--- src/rtl/asq_cfg.svh ---
`ifndef ASQ_CFG_SVH
`define ASQ_CFG_SVH

// ****************************************************************
// Register indices on the local register port.
// ****************************************************************
`define ASQ_IDX_RES_HIGH 3'h0
`define ASQ_IDX_RES_LOW 3'h1
`define ASQ_IDX_CTRL 3'h2
`define ASQ_IDX_SRC_CLK 3'h3
`define ASQ_IDX_MODE 3'h4

// ****************************************************************
// Field positions.
// ****************************************************************
`define ASQ_CTRL_START 7
`define ASQ_CTRL_BUSY 6
`define ASQ_CTRL_EN 5
`define ASQ_CTRL_JUST 4
`define ASQ_CTRL_CH_HI 3
`define ASQ_CTRL_CH_LO 0
`define ASQ_SRC_SEL_HI 7
`define ASQ_SRC_SEL_LO 5
`define ASQ_SRC_REF_HI 4
`define ASQ_SRC_REF_LO 3
`define ASQ_SRC_DIV_HI 2
`define ASQ_SRC_DIV_LO 0
`define ASQ_MODE_RATE_HI 7
`define ASQ_MODE_RATE_LO 6
`define ASQ_MODE_RES 5
`define ASQ_MODE_D1 1
`define ASQ_MODE_THERMAL_SENSOR_ENABLE 0

// ****************************************************************
// Reset values and special codes.
// ****************************************************************
`define ASQ_CTRL_RST 8'h00
`define ASQ_SRC_CLK_RST 8'h00
`define ASQ_MODE_RST 8'h02
`define ASQ_MODE_WMASK 8'hE3
`define ASQ_SRC_FORBIDDEN 3'h7
`define ASQ_CH_PINS 8

`endif

--- src/rtl/asq_pkg.sv ---
package asq_pkg;

  typedef enum logic [2:0] {
    ASQ_SRC_EXT,
    ASQ_SRC_BG,
    ASQ_SRC_TS,
    ASQ_SRC_GND,
    ASQ_SRC_BAD
  } asq_src_t;

  typedef enum logic [1:0] {
    ASQ_ST_IDLE,
    ASQ_ST_ARM,
    ASQ_ST_WAIT
  } asq_state_t;

  // Maps the input source code onto the signal that reaches the converter.
  function automatic asq_src_t asq_src_decode(input logic [2:0] code);
    asq_src_t s;
    s = ASQ_SRC_BAD;
    case (code)
      3'h0, 3'h5, 3'h6: s = ASQ_SRC_EXT;
      3'h1: s = ASQ_SRC_BG;
      3'h2: s = ASQ_SRC_TS;
      3'h3, 3'h4: s = ASQ_SRC_GND;
      default: s = ASQ_SRC_BAD;
    endcase
    return s;
  endfunction : asq_src_decode

endpackage : asq_pkg

--- src/rtl/asq_pack.sv ---
`timescale 1ns/1ps
`default_nettype none

module asq_pack (
  input wire logic [11:0] data,
  input wire logic res_10b,
  input wire logic justify,
  output logic [7:0] hi,
  output logic [7:0] lo
);

  always_comb
  begin
    hi = 8'h00;
    lo = 8'h00;
    case ({res_10b, justify})
      2'b00:
      begin
        hi = data[11:4];
        lo = {data[3:0], 4'h0};
      end
      2'b01:
      begin
        hi = {4'h0, data[11:8]};
        lo = data[7:0];
      end
      2'b10:
      begin
        hi = data[9:2];
        lo = {data[1:0], 6'h00};
      end
      default:
      begin
        hi = {6'h00, data[9:8]};
        lo = data[7:0];
      end
    endcase
  end

endmodule : asq_pack

`default_nettype wire

--- src/rtl/asq_conv.sv ---
`timescale 1ns/1ps
`default_nettype none

module asq_conv (
  input wire logic clk,
  input wire logic rst,
  input wire logic launch,
  input wire logic enable,
  input wire logic conv_done,
  output logic finish,
  output logic busy,
  output logic start_pulse
);

  asq_pkg::asq_state_t state_r;
  asq_pkg::asq_state_t state_nxt;
  logic busy_r;
  logic busy_nxt;
  logic start_r;
  logic start_nxt;

  assign busy = busy_r;
  assign start_pulse = start_r;
  assign finish = (state_r == asq_pkg::ASQ_ST_WAIT) && enable && conv_done;

  always_comb
  begin
    state_nxt = state_r;
    busy_nxt = busy_r;
    start_nxt = 1'b0;
    case (state_r)
      asq_pkg::ASQ_ST_IDLE:
      begin
        // A launch while busy can never be seen here, so it is dropped.
        if (launch && enable)
        begin
          state_nxt = asq_pkg::ASQ_ST_ARM;
          busy_nxt = 1'b1;
          start_nxt = 1'b1;
        end
      end
      asq_pkg::ASQ_ST_ARM:
      begin
        state_nxt = asq_pkg::ASQ_ST_WAIT;
      end
      asq_pkg::ASQ_ST_WAIT:
      begin
        // Switching the converter off abandons the conversion.
        if (!enable)
        begin
          state_nxt = asq_pkg::ASQ_ST_IDLE;
          busy_nxt = 1'b0;
        end
        else if (conv_done)
        begin
          state_nxt = asq_pkg::ASQ_ST_IDLE;
          busy_nxt = 1'b0;
        end
      end
      default:
      begin
        state_nxt = asq_pkg::ASQ_ST_IDLE;
        busy_nxt = 1'b0;
      end
    endcase
  end

  always_ff @(posedge clk)
  begin
    if (rst)
    begin
      state_r <= asq_pkg::ASQ_ST_IDLE;
      busy_r <= 1'b0;
      start_r <= 1'b0;
    end
    else
    begin
      state_r <= state_nxt;
      busy_r <= busy_nxt;
      start_r <= start_nxt;
    end
  end

endmodule : asq_conv

`default_nettype wire

--- src/rtl/asq_top.sv ---
`include "asq_cfg.svh"
`timescale 1ns/1ps
`default_nettype none

module asq_top (
  input wire logic CLK,
  input wire logic RST,
  input wire logic [2:0] REG_ADDR,
  input wire logic [7:0] REG_WDATA,
  input wire logic REG_WR,
  input wire logic REG_RD,
  output logic [7:0] REG_RDATA,
  input wire logic CONV_DONE,
  input wire logic [11:0] CONV_DATA,
  input wire logic [7:0] PIN_ANALOG_SEL,
  input wire logic [7:0] GPIO_OE_IN,
  input wire logic [7:0] PULLUP_IN,
  output logic CONV_POWER_EN,
  output logic CONV_START,
  output logic CONV_RES_10B,
  output logic [1:0] CONV_RATE_MODE,
  output logic [2:0] CONV_CLK_DIV,
  output logic [1:0] CONV_REF_SEL,
  output logic THERMAL_EN,
  output logic [7:0] CH_CONNECT,
  output logic INT_SRC_BG,
  output logic INT_SRC_TS,
  output logic INT_SRC_GND,
  output logic [7:0] GPIO_OE,
  output logic [7:0] PULLUP_EN,
  output logic CONV_IRQ
);

  // ****************************************************************
  // Register state.
  // ****************************************************************
  logic start_bit_r;
  logic start_bit_nxt;
  logic enable_r;
  logic enable_nxt;
  logic justify_r;
  logic justify_nxt;
  logic [3:0] channel_r;
  logic [3:0] channel_nxt;
  logic [7:0] src_clk_r;
  logic [7:0] src_clk_nxt;
  logic [7:0] mode_r;
  logic [7:0] mode_nxt;
  logic [7:0] res_high_r;
  logic [7:0] res_high_nxt;
  logic [7:0] res_low_r;
  logic [7:0] res_low_nxt;
  logic [7:0] rdata_r;
  logic [7:0] rdata_nxt;
  logic launch;

  // ****************************************************************
  // Routing and pin state.
  // ****************************************************************
  logic [7:0] ch_connect_r;
  logic [7:0] ch_connect_nxt;
  logic int_bg_r;
  logic int_bg_nxt;
  logic int_ts_r;
  logic int_ts_nxt;
  logic int_gnd_r;
  logic int_gnd_nxt;
  logic [7:0] gpio_oe_r;
  logic [7:0] gpio_oe_nxt;
  logic [7:0] pullup_r;
  logic [7:0] pullup_nxt;
  logic irq_r;
  logic irq_nxt;
  logic power_r;
  logic power_nxt;

  logic finish;
  logic busy;
  logic start_pulse;
  logic [7:0] pack_hi;
  logic [7:0] pack_lo;
  logic wr_ctrl;
  logic wr_src;
  logic wr_mode;
  asq_pkg::asq_src_t src_kind;

  assign wr_ctrl = REG_WR && (REG_ADDR == `ASQ_IDX_CTRL);
  assign wr_src = REG_WR && (REG_ADDR == `ASQ_IDX_SRC_CLK);
  assign wr_mode = REG_WR && (REG_ADDR == `ASQ_IDX_MODE);
  assign src_kind = asq_pkg::asq_src_decode(src_clk_r[`ASQ_SRC_SEL_HI:`ASQ_SRC_SEL_LO]);

  // ****************************************************************
  // Conversion sequencer and result formatting.
  // ****************************************************************
  asq_conv u_conv (
    .clk(CLK),
    .rst(RST),
    .launch(launch),
    .enable(enable_r),
    .conv_done(CONV_DONE),
    .finish(finish),
    .busy(busy),
    .start_pulse(start_pulse)
  );

  // Formatting follows the resolution and justification in force at completion.
  asq_pack u_pack (
    .data(CONV_DATA),
    .res_10b(mode_r[`ASQ_MODE_RES]),
    .justify(justify_r),
    .hi(pack_hi),
    .lo(pack_lo)
  );

  // ****************************************************************
  // Control register writes and start detection.
  // ****************************************************************
  always_comb
  begin
    start_bit_nxt = start_bit_r;
    enable_nxt = enable_r;
    justify_nxt = justify_r;
    channel_nxt = channel_r;
    launch = 1'b0;
    if (wr_ctrl)
    begin
      // The busy position of the write data is simply not looked at.
      start_bit_nxt = REG_WDATA[`ASQ_CTRL_START];
      enable_nxt = REG_WDATA[`ASQ_CTRL_EN];
      justify_nxt = REG_WDATA[`ASQ_CTRL_JUST];
      channel_nxt = REG_WDATA[`ASQ_CTRL_CH_HI:`ASQ_CTRL_CH_LO];
      // Only the falling half of a high-then-low pair launches.
      launch = start_bit_r && !REG_WDATA[`ASQ_CTRL_START];
    end
  end

  always_comb
  begin
    src_clk_nxt = src_clk_r;
    mode_nxt = mode_r;
    if (wr_src)
    begin
      src_clk_nxt[`ASQ_SRC_REF_HI:`ASQ_SRC_DIV_LO] = REG_WDATA[`ASQ_SRC_REF_HI:`ASQ_SRC_DIV_LO];
      // The forbidden source code is refused; the old code stays.
      if (REG_WDATA[`ASQ_SRC_SEL_HI:`ASQ_SRC_SEL_LO] != `ASQ_SRC_FORBIDDEN)
      begin
        src_clk_nxt[`ASQ_SRC_SEL_HI:`ASQ_SRC_SEL_LO] =
          REG_WDATA[`ASQ_SRC_SEL_HI:`ASQ_SRC_SEL_LO];
      end
    end
    if (wr_mode)
    begin
      mode_nxt = REG_WDATA & `ASQ_MODE_WMASK;
    end
  end

  // ****************************************************************
  // Result bytes.
  // ****************************************************************
  always_comb
  begin
    res_high_nxt = res_high_r;
    res_low_nxt = res_low_r;
    // Finish is only possible while enabled, so a disabled block holds.
    if (finish)
    begin
      res_high_nxt = pack_hi;
      res_low_nxt = pack_lo;
    end
  end

  // ****************************************************************
  // Read port.
  // ****************************************************************
  always_comb
  begin
    rdata_nxt = 8'h00;
    if (REG_RD)
    begin
      case (REG_ADDR)
        `ASQ_IDX_RES_HIGH: rdata_nxt = res_high_r;
        `ASQ_IDX_RES_LOW: rdata_nxt = res_low_r;
        `ASQ_IDX_CTRL: rdata_nxt = {start_bit_r, busy, enable_r, justify_r, channel_r};
        `ASQ_IDX_SRC_CLK: rdata_nxt = src_clk_r;
        `ASQ_IDX_MODE: rdata_nxt = mode_r;
        default: rdata_nxt = 8'h00;
      endcase
    end
  end

  // ****************************************************************
  // Source routing.
  // ****************************************************************
  always_comb
  begin
    ch_connect_nxt = 8'h00;
    int_bg_nxt = 1'b0;
    int_ts_nxt = 1'b0;
    int_gnd_nxt = 1'b0;
    // Nothing is routed while the converter is off.
    if (enable_r)
    begin
      case (src_kind)
        asq_pkg::ASQ_SRC_EXT:
        begin
          // Codes at or above the pin count leave the input floating.
          if (channel_r < 4'(`ASQ_CH_PINS))
          begin
            ch_connect_nxt = 8'h01 << channel_r[2:0];
          end
        end
        asq_pkg::ASQ_SRC_BG: int_bg_nxt = 1'b1;
        asq_pkg::ASQ_SRC_TS: int_ts_nxt = 1'b1;
        asq_pkg::ASQ_SRC_GND: int_gnd_nxt = 1'b1;
        default:
        begin
          ch_connect_nxt = 8'h00;
        end
      endcase
    end
  end
  // Pins stay cut off whenever an internal source is chosen, so a slip
  // in software cannot short a pin onto an internal node.

  // ****************************************************************
  // Pin function gating, power and completion request.
  // ****************************************************************
  always_comb
  begin
    gpio_oe_nxt = GPIO_OE_IN & ~PIN_ANALOG_SEL;
    pullup_nxt = PULLUP_IN & ~PIN_ANALOG_SEL;
    power_nxt = enable_r;
    irq_nxt = finish;
  end

  // ****************************************************************
  // Registers.
  // ****************************************************************
  always_ff @(posedge CLK)
  begin
    if (RST)
    begin
      start_bit_r <= 1'(`ASQ_CTRL_RST >> `ASQ_CTRL_START);
      enable_r <= 1'b0;
      justify_r <= 1'b0;
      channel_r <= 4'h0;
      src_clk_r <= `ASQ_SRC_CLK_RST;
      mode_r <= `ASQ_MODE_RST;
      res_high_r <= 8'h00;
      res_low_r <= 8'h00;
      rdata_r <= 8'h00;
      ch_connect_r <= 8'h00;
      int_bg_r <= 1'b0;
      int_ts_r <= 1'b0;
      int_gnd_r <= 1'b0;
      gpio_oe_r <= 8'h00;
      pullup_r <= 8'h00;
      power_r <= 1'b0;
      irq_r <= 1'b0;
    end
    else
    begin
      start_bit_r <= start_bit_nxt;
      enable_r <= enable_nxt;
      justify_r <= justify_nxt;
      channel_r <= channel_nxt;
      src_clk_r <= src_clk_nxt;
      mode_r <= mode_nxt;
      res_high_r <= res_high_nxt;
      res_low_r <= res_low_nxt;
      rdata_r <= rdata_nxt;
      ch_connect_r <= ch_connect_nxt;
      int_bg_r <= int_bg_nxt;
      int_ts_r <= int_ts_nxt;
      int_gnd_r <= int_gnd_nxt;
      gpio_oe_r <= gpio_oe_nxt;
      pullup_r <= pullup_nxt;
      power_r <= power_nxt;
      irq_r <= irq_nxt;
    end
  end

  // ****************************************************************
  // Outputs.
  // ****************************************************************
  assign REG_RDATA = rdata_r;
  assign CONV_POWER_EN = power_r;
  assign CONV_START = start_pulse;
  assign CONV_RES_10B = mode_r[`ASQ_MODE_RES];
  assign CONV_RATE_MODE = mode_r[`ASQ_MODE_RATE_HI:`ASQ_MODE_RATE_LO];
  assign CONV_CLK_DIV = src_clk_r[`ASQ_SRC_DIV_HI:`ASQ_SRC_DIV_LO];
  assign CONV_REF_SEL = src_clk_r[`ASQ_SRC_REF_HI:`ASQ_SRC_REF_LO];
  // The thermal source is only valid at 12-bit and the fastest rate;
  // that is left to software and not enforced here.
  assign THERMAL_EN = mode_r[`ASQ_MODE_THERMAL_SENSOR_ENABLE];
  assign CH_CONNECT = ch_connect_r;
  assign INT_SRC_BG = int_bg_r;
  assign INT_SRC_TS = int_ts_r;
  assign INT_SRC_GND = int_gnd_r;
  assign GPIO_OE = gpio_oe_r;
  assign PULLUP_EN = pullup_r;
  assign CONV_IRQ = irq_r;

endmodule : asq_top

`default_nettype wire

--- config.mk ---
export PLATFORM = sky130hd
export DESIGN_NAME = asq_top
export DESIGN_NICKNAME = d
export VERILOG_FILES = /design/src/rtl/asq_pkg.sv /design/src/rtl/asq_pack.sv /design/src/rtl/asq_conv.sv /design/src/rtl/asq_top.sv
export VERILOG_INCLUDE_DIRS = /design/src /design/src/rtl
export SDC_FILE = /design/constraint.sdc
export NUM_CORES = 1
export LEC_CHECK = 0
export BUFFER_PORTS_ARGS = -buffer_cell sky130_fd_sc_hd__buf_4
export CAP_MARGIN = 20
export CORE_ASPECT_RATIO = 0.5
export CORE_UTILIZATION = 35
export DETAILED_ROUTE_END_ITERATION = 10
export PLACE_DENSITY = 0.69
export SLEW_MARGIN = 20
export SYNTH_ARGS = -nofsm -noshare
export SYNTH_HDL_FRONTEND = slang
export SYNTH_HIERARCHICAL = 1
export SYNTH_SLANG_ARGS = --single-unit
export TNS_END_PERCENT = 10
--- constraint.sdc ---
create_clock -name CLK -period 4.25 [get_ports CLK]
set_input_delay 0.2125 -clock CLK [delete_from_list [all_inputs] [get_ports CLK]]
set_output_delay 0.2125 -clock CLK [all_outputs]
set_load 0.05 [all_outputs]
==> metrics.csv, run 1 <==
stage,metric,value,unit
drt,post_drt_via_cell_ratio,4.76,
placement,gpl.final_weighted_congestion,0.818,
setup_path,category_of_the_most_critical_setup_path,reg2reg,
grt,wire_length_of_the_first_global_routing_pass,12100,um
finish,number_of_diodes_added_for_antenna_fixing,0,
sta,worstMarginPinSlew,0.979,ns
drt,post-route-drc-count,5,
synth,share_of_the_yosys_chip_area_belonging_to_registers,47.0,%
synth,synth_cell_types,49,
drt,first_iter_violations,150,
drt,number_of_vias_after_detailed_routing,2505,
synth,syn-instance-count,326,
placement,hpwl,5280,um
placement,postPlaceCellArea,0.00396,mm^2
finish,final_layout_size_suffix_gt1_share,31.8,%
outcome,status,"finished, violations left",
cts,htree_levels,3,
hold_path,timing.hold.worst.class,in2reg,
cts,post-cts-setup-buffers,0,
finish,filler_cell_count,838,
die,die-height,70.5,um
grt,grt_max_degree,60,
grt,overflow,0,
finish,layout.cells.most_common,buf_4,
synth,synthesis.area,0.00328,mm^2
die,initial_utilization,36.9,%
setup_path,timing.critical_path.from_type,flop,
sta,fin_worst_setup_slack,2.46,ns
finish,syn_to_final_growth,29.4,%
synth,synth_net_count,378,
synth,synth.yosys.warnings,6,
setup_path,timing.critical_path.to_type,flop,
die,std_cell_rows,24,
pwr,p_leak,1.67,nW
finish,layout.cells.most_common_list,"buf_4, dfxtp_1, mux2i_1",
pwr,total_power,1.64,mW
drt,final_antenna_net_count,0,
die,floorplan.io_pins,99,
die,design.core.area,0.00889,mm^2
die,floorplan.die.width,139,um
cts,cts_tree,yes,
sta,fin_worst_hold_slack,0.0424,ns
placement,pre_cts_slack,2.49,ns
sta,drv_slew,0,
sta,post-route-min-period,1.79,ns
pwr,vdd_drop_max,0.185,mV
cts,path_clk_slew,0.06,ns
cts,cts_max_path_buffers,2,
synth,avg_inst_size_synth,10.1,um^2
finish,number_of_nets_in_the_finished_design,457,
drt,drt-total-wl,7400,um
outcome,violations,design-rule violations,
finish,finish.instance_area,0.00425,mm^2
synth,synth-seq-cells,77,
grt,gr-usage-all-layers,15.9,%
sta,min_period_over_period,42.1,%
cts,cts_root_buffer,clkbuf_16,
sta,finClkSkew,0.00530,ns
setup_path,critPathArrivalTime,1.98,ns
cts,cts-hold-fix-buffers,0,
drt,wl_per_cell,14.1,um
setup_path,cp_max_fo,17,
sta,achievable-frequency,559,MHz
sta,grt_setup_unrepaired,false,
sta,setup_total_negative_slack,0,ns
sta,finalSetupViolCount,0,
synth,ys.flop_type,dfxtp_1,
setup_path,cp.required,4.44,ns
flow_run,max_cap_viol_count,0,
drt,drt_pass1_iterations,10,
grt,antenna_found_initial,0,
synth,ys_async_sr_fraction,0,%
cts,cts.repair.resized,0,
grt,grt_pass1_vias,2339,
sta,hold_violations,0,
sta,max-slew-margin-rel,34.7,%
cts,clock_sink_count,77,
finish,regArea,0.00154,mm^2
cts,clk-insertion-delay-late,0.33,ns
cts,cts_made_buffers,9,
placement,portBuffers,98,
finish,multi_input_comb_area,0.00152,mm^2
die,design.die.area,0.00980,mm^2
synth,synth-edff-count,0,
pwr,p_per_area,386,mW/mm^2
layer usage:
metal  vias to the layer above  GRT usage, %  share of wire (%)  routed length, um
li1                       1279             -                  -                  -
met1                      1175          21.0                 48               3540
met2                        47          24.5                 47               3470
met3                         4          5.28                4.4                325
met4                         0          4.57               0.84                 62
met5                         -             0                  0                  0
Yosys cell counts, drive strengths merged, types with 5 or more instances:
cell type / number / share of area (%)
buf: 27 / 6.0
a21oi: 13 / 2.3
nor3: 6 / 1.4
mux2i: 50 / 15
o21ai: 6 / 0.91
nand2: 23 / 2.6
nor3b: 16 / 3.7
dfxtp: 77 / 47
nor4b: 5 / 1.9
nor2b: 5 / 1.2
and2: 5 / 1.0
nor2: 49 / 5.9
critical path, cell delays in order, from the launching register on:
cell,delay (ns)
dfxtp_1,0.43
and4b_1,0.88
mux2i_1,0.28
nor2_1,0.06
report_power, final:
group	switching, mW	internal, mW	leakage (nW)
clock network	0.282	0.466	0.145
logic	0.0844	0.0664	0.899
registers	0.00992	0.733	0.624
total	0.376	1.27	1.67
stage by stage:
step | cells | utilization, %
after floorplan | 326 | -
after global placement | 511 | 44.5
after detailed placement | 511 | 44.5
after CTS | 526 | 47.8
after global routing | 526 | 47.8
final | 526 | 47.8
logic make-up (layout without fill, tap and decap cells):
logic type | count (synthesis) | in the layout | synth area share (%)
DFF | 77 | 77 | 47.0
buffers and inverters | 33 | 116 | 6.67
and+or+nand+nor | 127 | 127 | 22.5
muxes | 50 | 50 | 15.2
AOI/OAI and AO/OA | 38 | 38 | 8.38
xor gates and xnor gates | 1 | 1 | 0.267
registers in the layout (all words and copies together) (netlist names), 2 cells and up:
register and flops:
mode_r 5, CH_CONNECT 8, PULLUP_EN 8, REG_RDATA 8
res_low_r 8, res_high_r 8, src_clk_r 8, u_conv/state_r 2
GPIO_OE 8, channel_r 4
area by class of cell:
class	count	area share, %
sequential	77	36.3
multi-input combinational	216	35.8
timing repair buffer	98	17.3
clock inverter	4	1.15
tap	117	3.45
inverter	3	0.265
clock buffer	11	5.71
path summary, 6_finish.rpt:
| check | start | to | slack, ns | cells past startpoint |
|---|---|---|---|---|
| worst min register to register | src_clk_r[3] | src_clk_r[3] | 0.48 | 2 |
| worst max register to register | enable_r | res_low_r[5] | 2.46 | 3 |
| worst min-delay path | PIN_ANALOG_SEL[7] | GPIO_OE[7] | 0.04 | 2 |
| worst max-delay path | enable_r | res_low_r[5] | 2.46 | 3 |
Power figures use the tool's default switching activity.
==> run 2: changes to the inputs <==
Clock period 4.25 ns to 1.7 ns, I/O delays scaled along.
==> run 2 against run 1 <==
Count of clock-buffer cells in the layout is 1 lower. Die area stayed put. Hold slack worse by 0.033 ns. Sequential share of layout area is 1.6 points lower. The run now ends clean. First-iteration DRC count is 34% higher. Sequential power grew to 2.5 times the previous value. Global-route usage is 0.55 points higher. Combinational power grew to 2.7 times the previous value. Clock skew is 0.0046 ns higher. Worst setup slack worse by 2.1 ns. Clock power is 140% higher. Register-to-register slack worse by 2.1 ns.
==> metrics.csv, run 2 (synthesis gave the netlist of run 1 again) <==
stage,metric,value,unit,change
pwr,total_power,4.08,mW,was 1.64 mW
finish,number_of_nets_in_the_finished_design,477,,was 457
die,design.die.area,0.00980,mm^2,unchanged
outcome,status,"complete, no violations",,"was finished, violations left"
cts,clock_sink_count,77,,unchanged
placement,portBuffers,98,,unchanged
setup_path,cp_max_fo,17,,unchanged
cts,post-cts-setup-buffers,0,,unchanged
die,design.core.area,0.00889,mm^2,unchanged
finish,layout.cells.most_common_list,"buf_4, dfxtp_1, mux2i_1",,unchanged
hold_path,timing.hold.worst.class,in2reg,,unchanged
placement,hpwl,5500,um,was 5280 um
cts,clk-insertion-delay-late,0.34,ns,was 0.33 ns
sta,achievable-frequency,759,MHz,was 559 MHz
pwr,vdd_drop_max,0.429,mV,was 0.185 mV
sta,finClkSkew,0.00987,ns,was 0.00530 ns
setup_path,critPathArrivalTime,1.54,ns,was 1.98 ns
finish,finish.instance_area,0.00444,mm^2,was 0.00425 mm^2
sta,setup_total_negative_slack,0,ns,unchanged
drt,final_antenna_net_count,0,,unchanged
finish,number_of_diodes_added_for_antenna_fixing,0,,unchanged
die,floorplan.die.width,139,um,unchanged
sta,hold_violations,0,,unchanged
pwr,p_per_area,918,mW/mm^2,was 386 mW/mm^2
drt,post-route-drc-count,0,,was 5
grt,grt_max_degree,37,,was 60
pwr,p_leak,1.75,nW,was 1.67 nW
setup_path,cp.required,1.92,ns,was 4.44 ns
setup_path,timing.critical_path.to_type,flop,,unchanged
sta,finalSetupViolCount,0,,unchanged
finish,final_layout_size_suffix_gt1_share,32.1,%,was 31.8%
sta,max-slew-margin-rel,65.4,%,was 34.7%
flow_run,max_cap_viol_count,0,,unchanged
drt,drt-total-wl,7850,um,was 7400 um
sta,worstMarginPinSlew,0.519,ns,was 0.979 ns
die,die-height,70.5,um,unchanged
grt,antenna_found_initial,0,,unchanged
cts,cts_max_path_buffers,2,,unchanged
grt,gr-usage-all-layers,16.4,%,was 15.9%
sta,grt_setup_unrepaired,false,,unchanged
grt,wire_length_of_the_first_global_routing_pass,12200,um,"was 12,100 um"
grt,overflow,0,,unchanged
die,std_cell_rows,24,,unchanged
finish,syn_to_final_growth,35.3,%,was 29.4%
setup_path,cp_slowest_stage_delay,0.45,ns,was 0.88 ns
sta,min_period_over_period,77.5,%,was 42.1%
cts,htree_levels,3,,unchanged
setup_path,slowest_cell_on_the_critical_path,dfxtp_1,,was and4b_1
die,floorplan.io_pins,99,,unchanged
setup_path,crit_path_cell_trace,and4b_1 -> buf_12 -> mux2i_1 -> nor2_1,,was and4b_1 -> mux2i_1 -> nor2_1
drt,post_drt_via_cell_ratio,4.76,,about the same
cts,cts.repair.resized,0,,unchanged
die,initial_utilization,36.9,%,unchanged
drt,wl_per_cell,14.3,um,was 14.1 um
grt,grt_pass1_vias,2430,,"was 2,339"
setup_path,category_of_the_most_critical_setup_path,reg2reg,,unchanged
setup_path,crit_buf_inv,1,,was 0
cts,cts_root_buffer,clkbuf_16,,unchanged
cts,path_clk_slew,0.06,ns,about the same
cts,cts_made_buffers,9,,unchanged
setup_path,cpLargestDelayFamily,flip-flops,,was simple AND/OR/NAND/NOR gates
placement,place.detailed.instances,517,,was 511
drt,first_iter_violations,201,,was 150
setup_path,timing.critical_path.from_type,flop,,unchanged
finish,finish.cell_count_without_fillers,547,,was 526
cts,cts_tree,yes,,unchanged
sta,drv_slew,0,,unchanged
placement,gpl.final_weighted_congestion,0.779,,was 0.818
drt,drt_pass1_iterations,7,,was 10
sta,post-route-min-period,1.32,ns,was 1.79 ns
finish,layout.cells.most_common,buf_4,,unchanged
placement,postPlaceCellArea,0.00402,mm^2,was 0.00396 mm^2
drt,number_of_vias_after_detailed_routing,2601,,"was 2,505"
[run 2: per-layer routing]
| metal | track usage (%) | up-vias | wire [um] |
|---|---|---|---|
| met5 | 0 | - | 0 |
| met1 | 20.2 | 1225 | 3530 |
| li1 | - | 1323 | - |
| met2 | 26.9 | 51 | 3940 |
| met3 | 5.62 | 2 | 349 |
| met4 | 5.56 | 0 | 27 |
[run 2: final timing paths]
path	from	to	slack [ns]	depth (start not counted)
max	enable_r	res_high_r[4]	0.38	4
min	PULLUP_IN[5]	PULLUP_EN[5]	0.009	2
max reg2reg	enable_r	res_high_r[4]	0.38	4
min reg2reg	src_clk_r[4]	src_clk_r[4]	0.47	2
[run 2: where the power goes]
part,switching [mW],total (mW),internal (mW)
Combinational,0.223,0.414,0.192
Clock,0.772,1.81,1.03
Sequential,0.0228,1.86,1.83
Total,1.02,4.08,3.06
[run 2: final cells by class]
cell class,count,area (um^2)
sequential,77,1540
fill,827,4450
inverter,3,11.3
clock inverter,6,46.3
multi-input combinational,216,1520
timing repair buffer,118,933
tap,117,146
clock buffer,10,239
[run 2: per-stage QoR]
stage          worst slack, ns  hold slack (ns)  utilization, %
3_3_place_gp             0.401            0.257            45.2
4_1_cts                  0.382         0.000108            49.5
6_report                 0.382          0.00914            50.0
3_5_place_dp             0.359            0.259            45.2
5_1_grt                  0.269         0.000719            50.0
2_1_floorplan            0.241            0.154               -
[run 2: worst reg2reg max path: stages (launching register included)]
cell	delay, ns
dfxtp_1	0.45
and4b_1	0.30
buf_12	0.19
mux2i_1	0.22
nor2_1	0.05
[run 2: what timing repair did]
item,CTS,global route
setup endpoints to repair,0,0
endpoints found under the hold margin,19,4
hold buffers,10,4
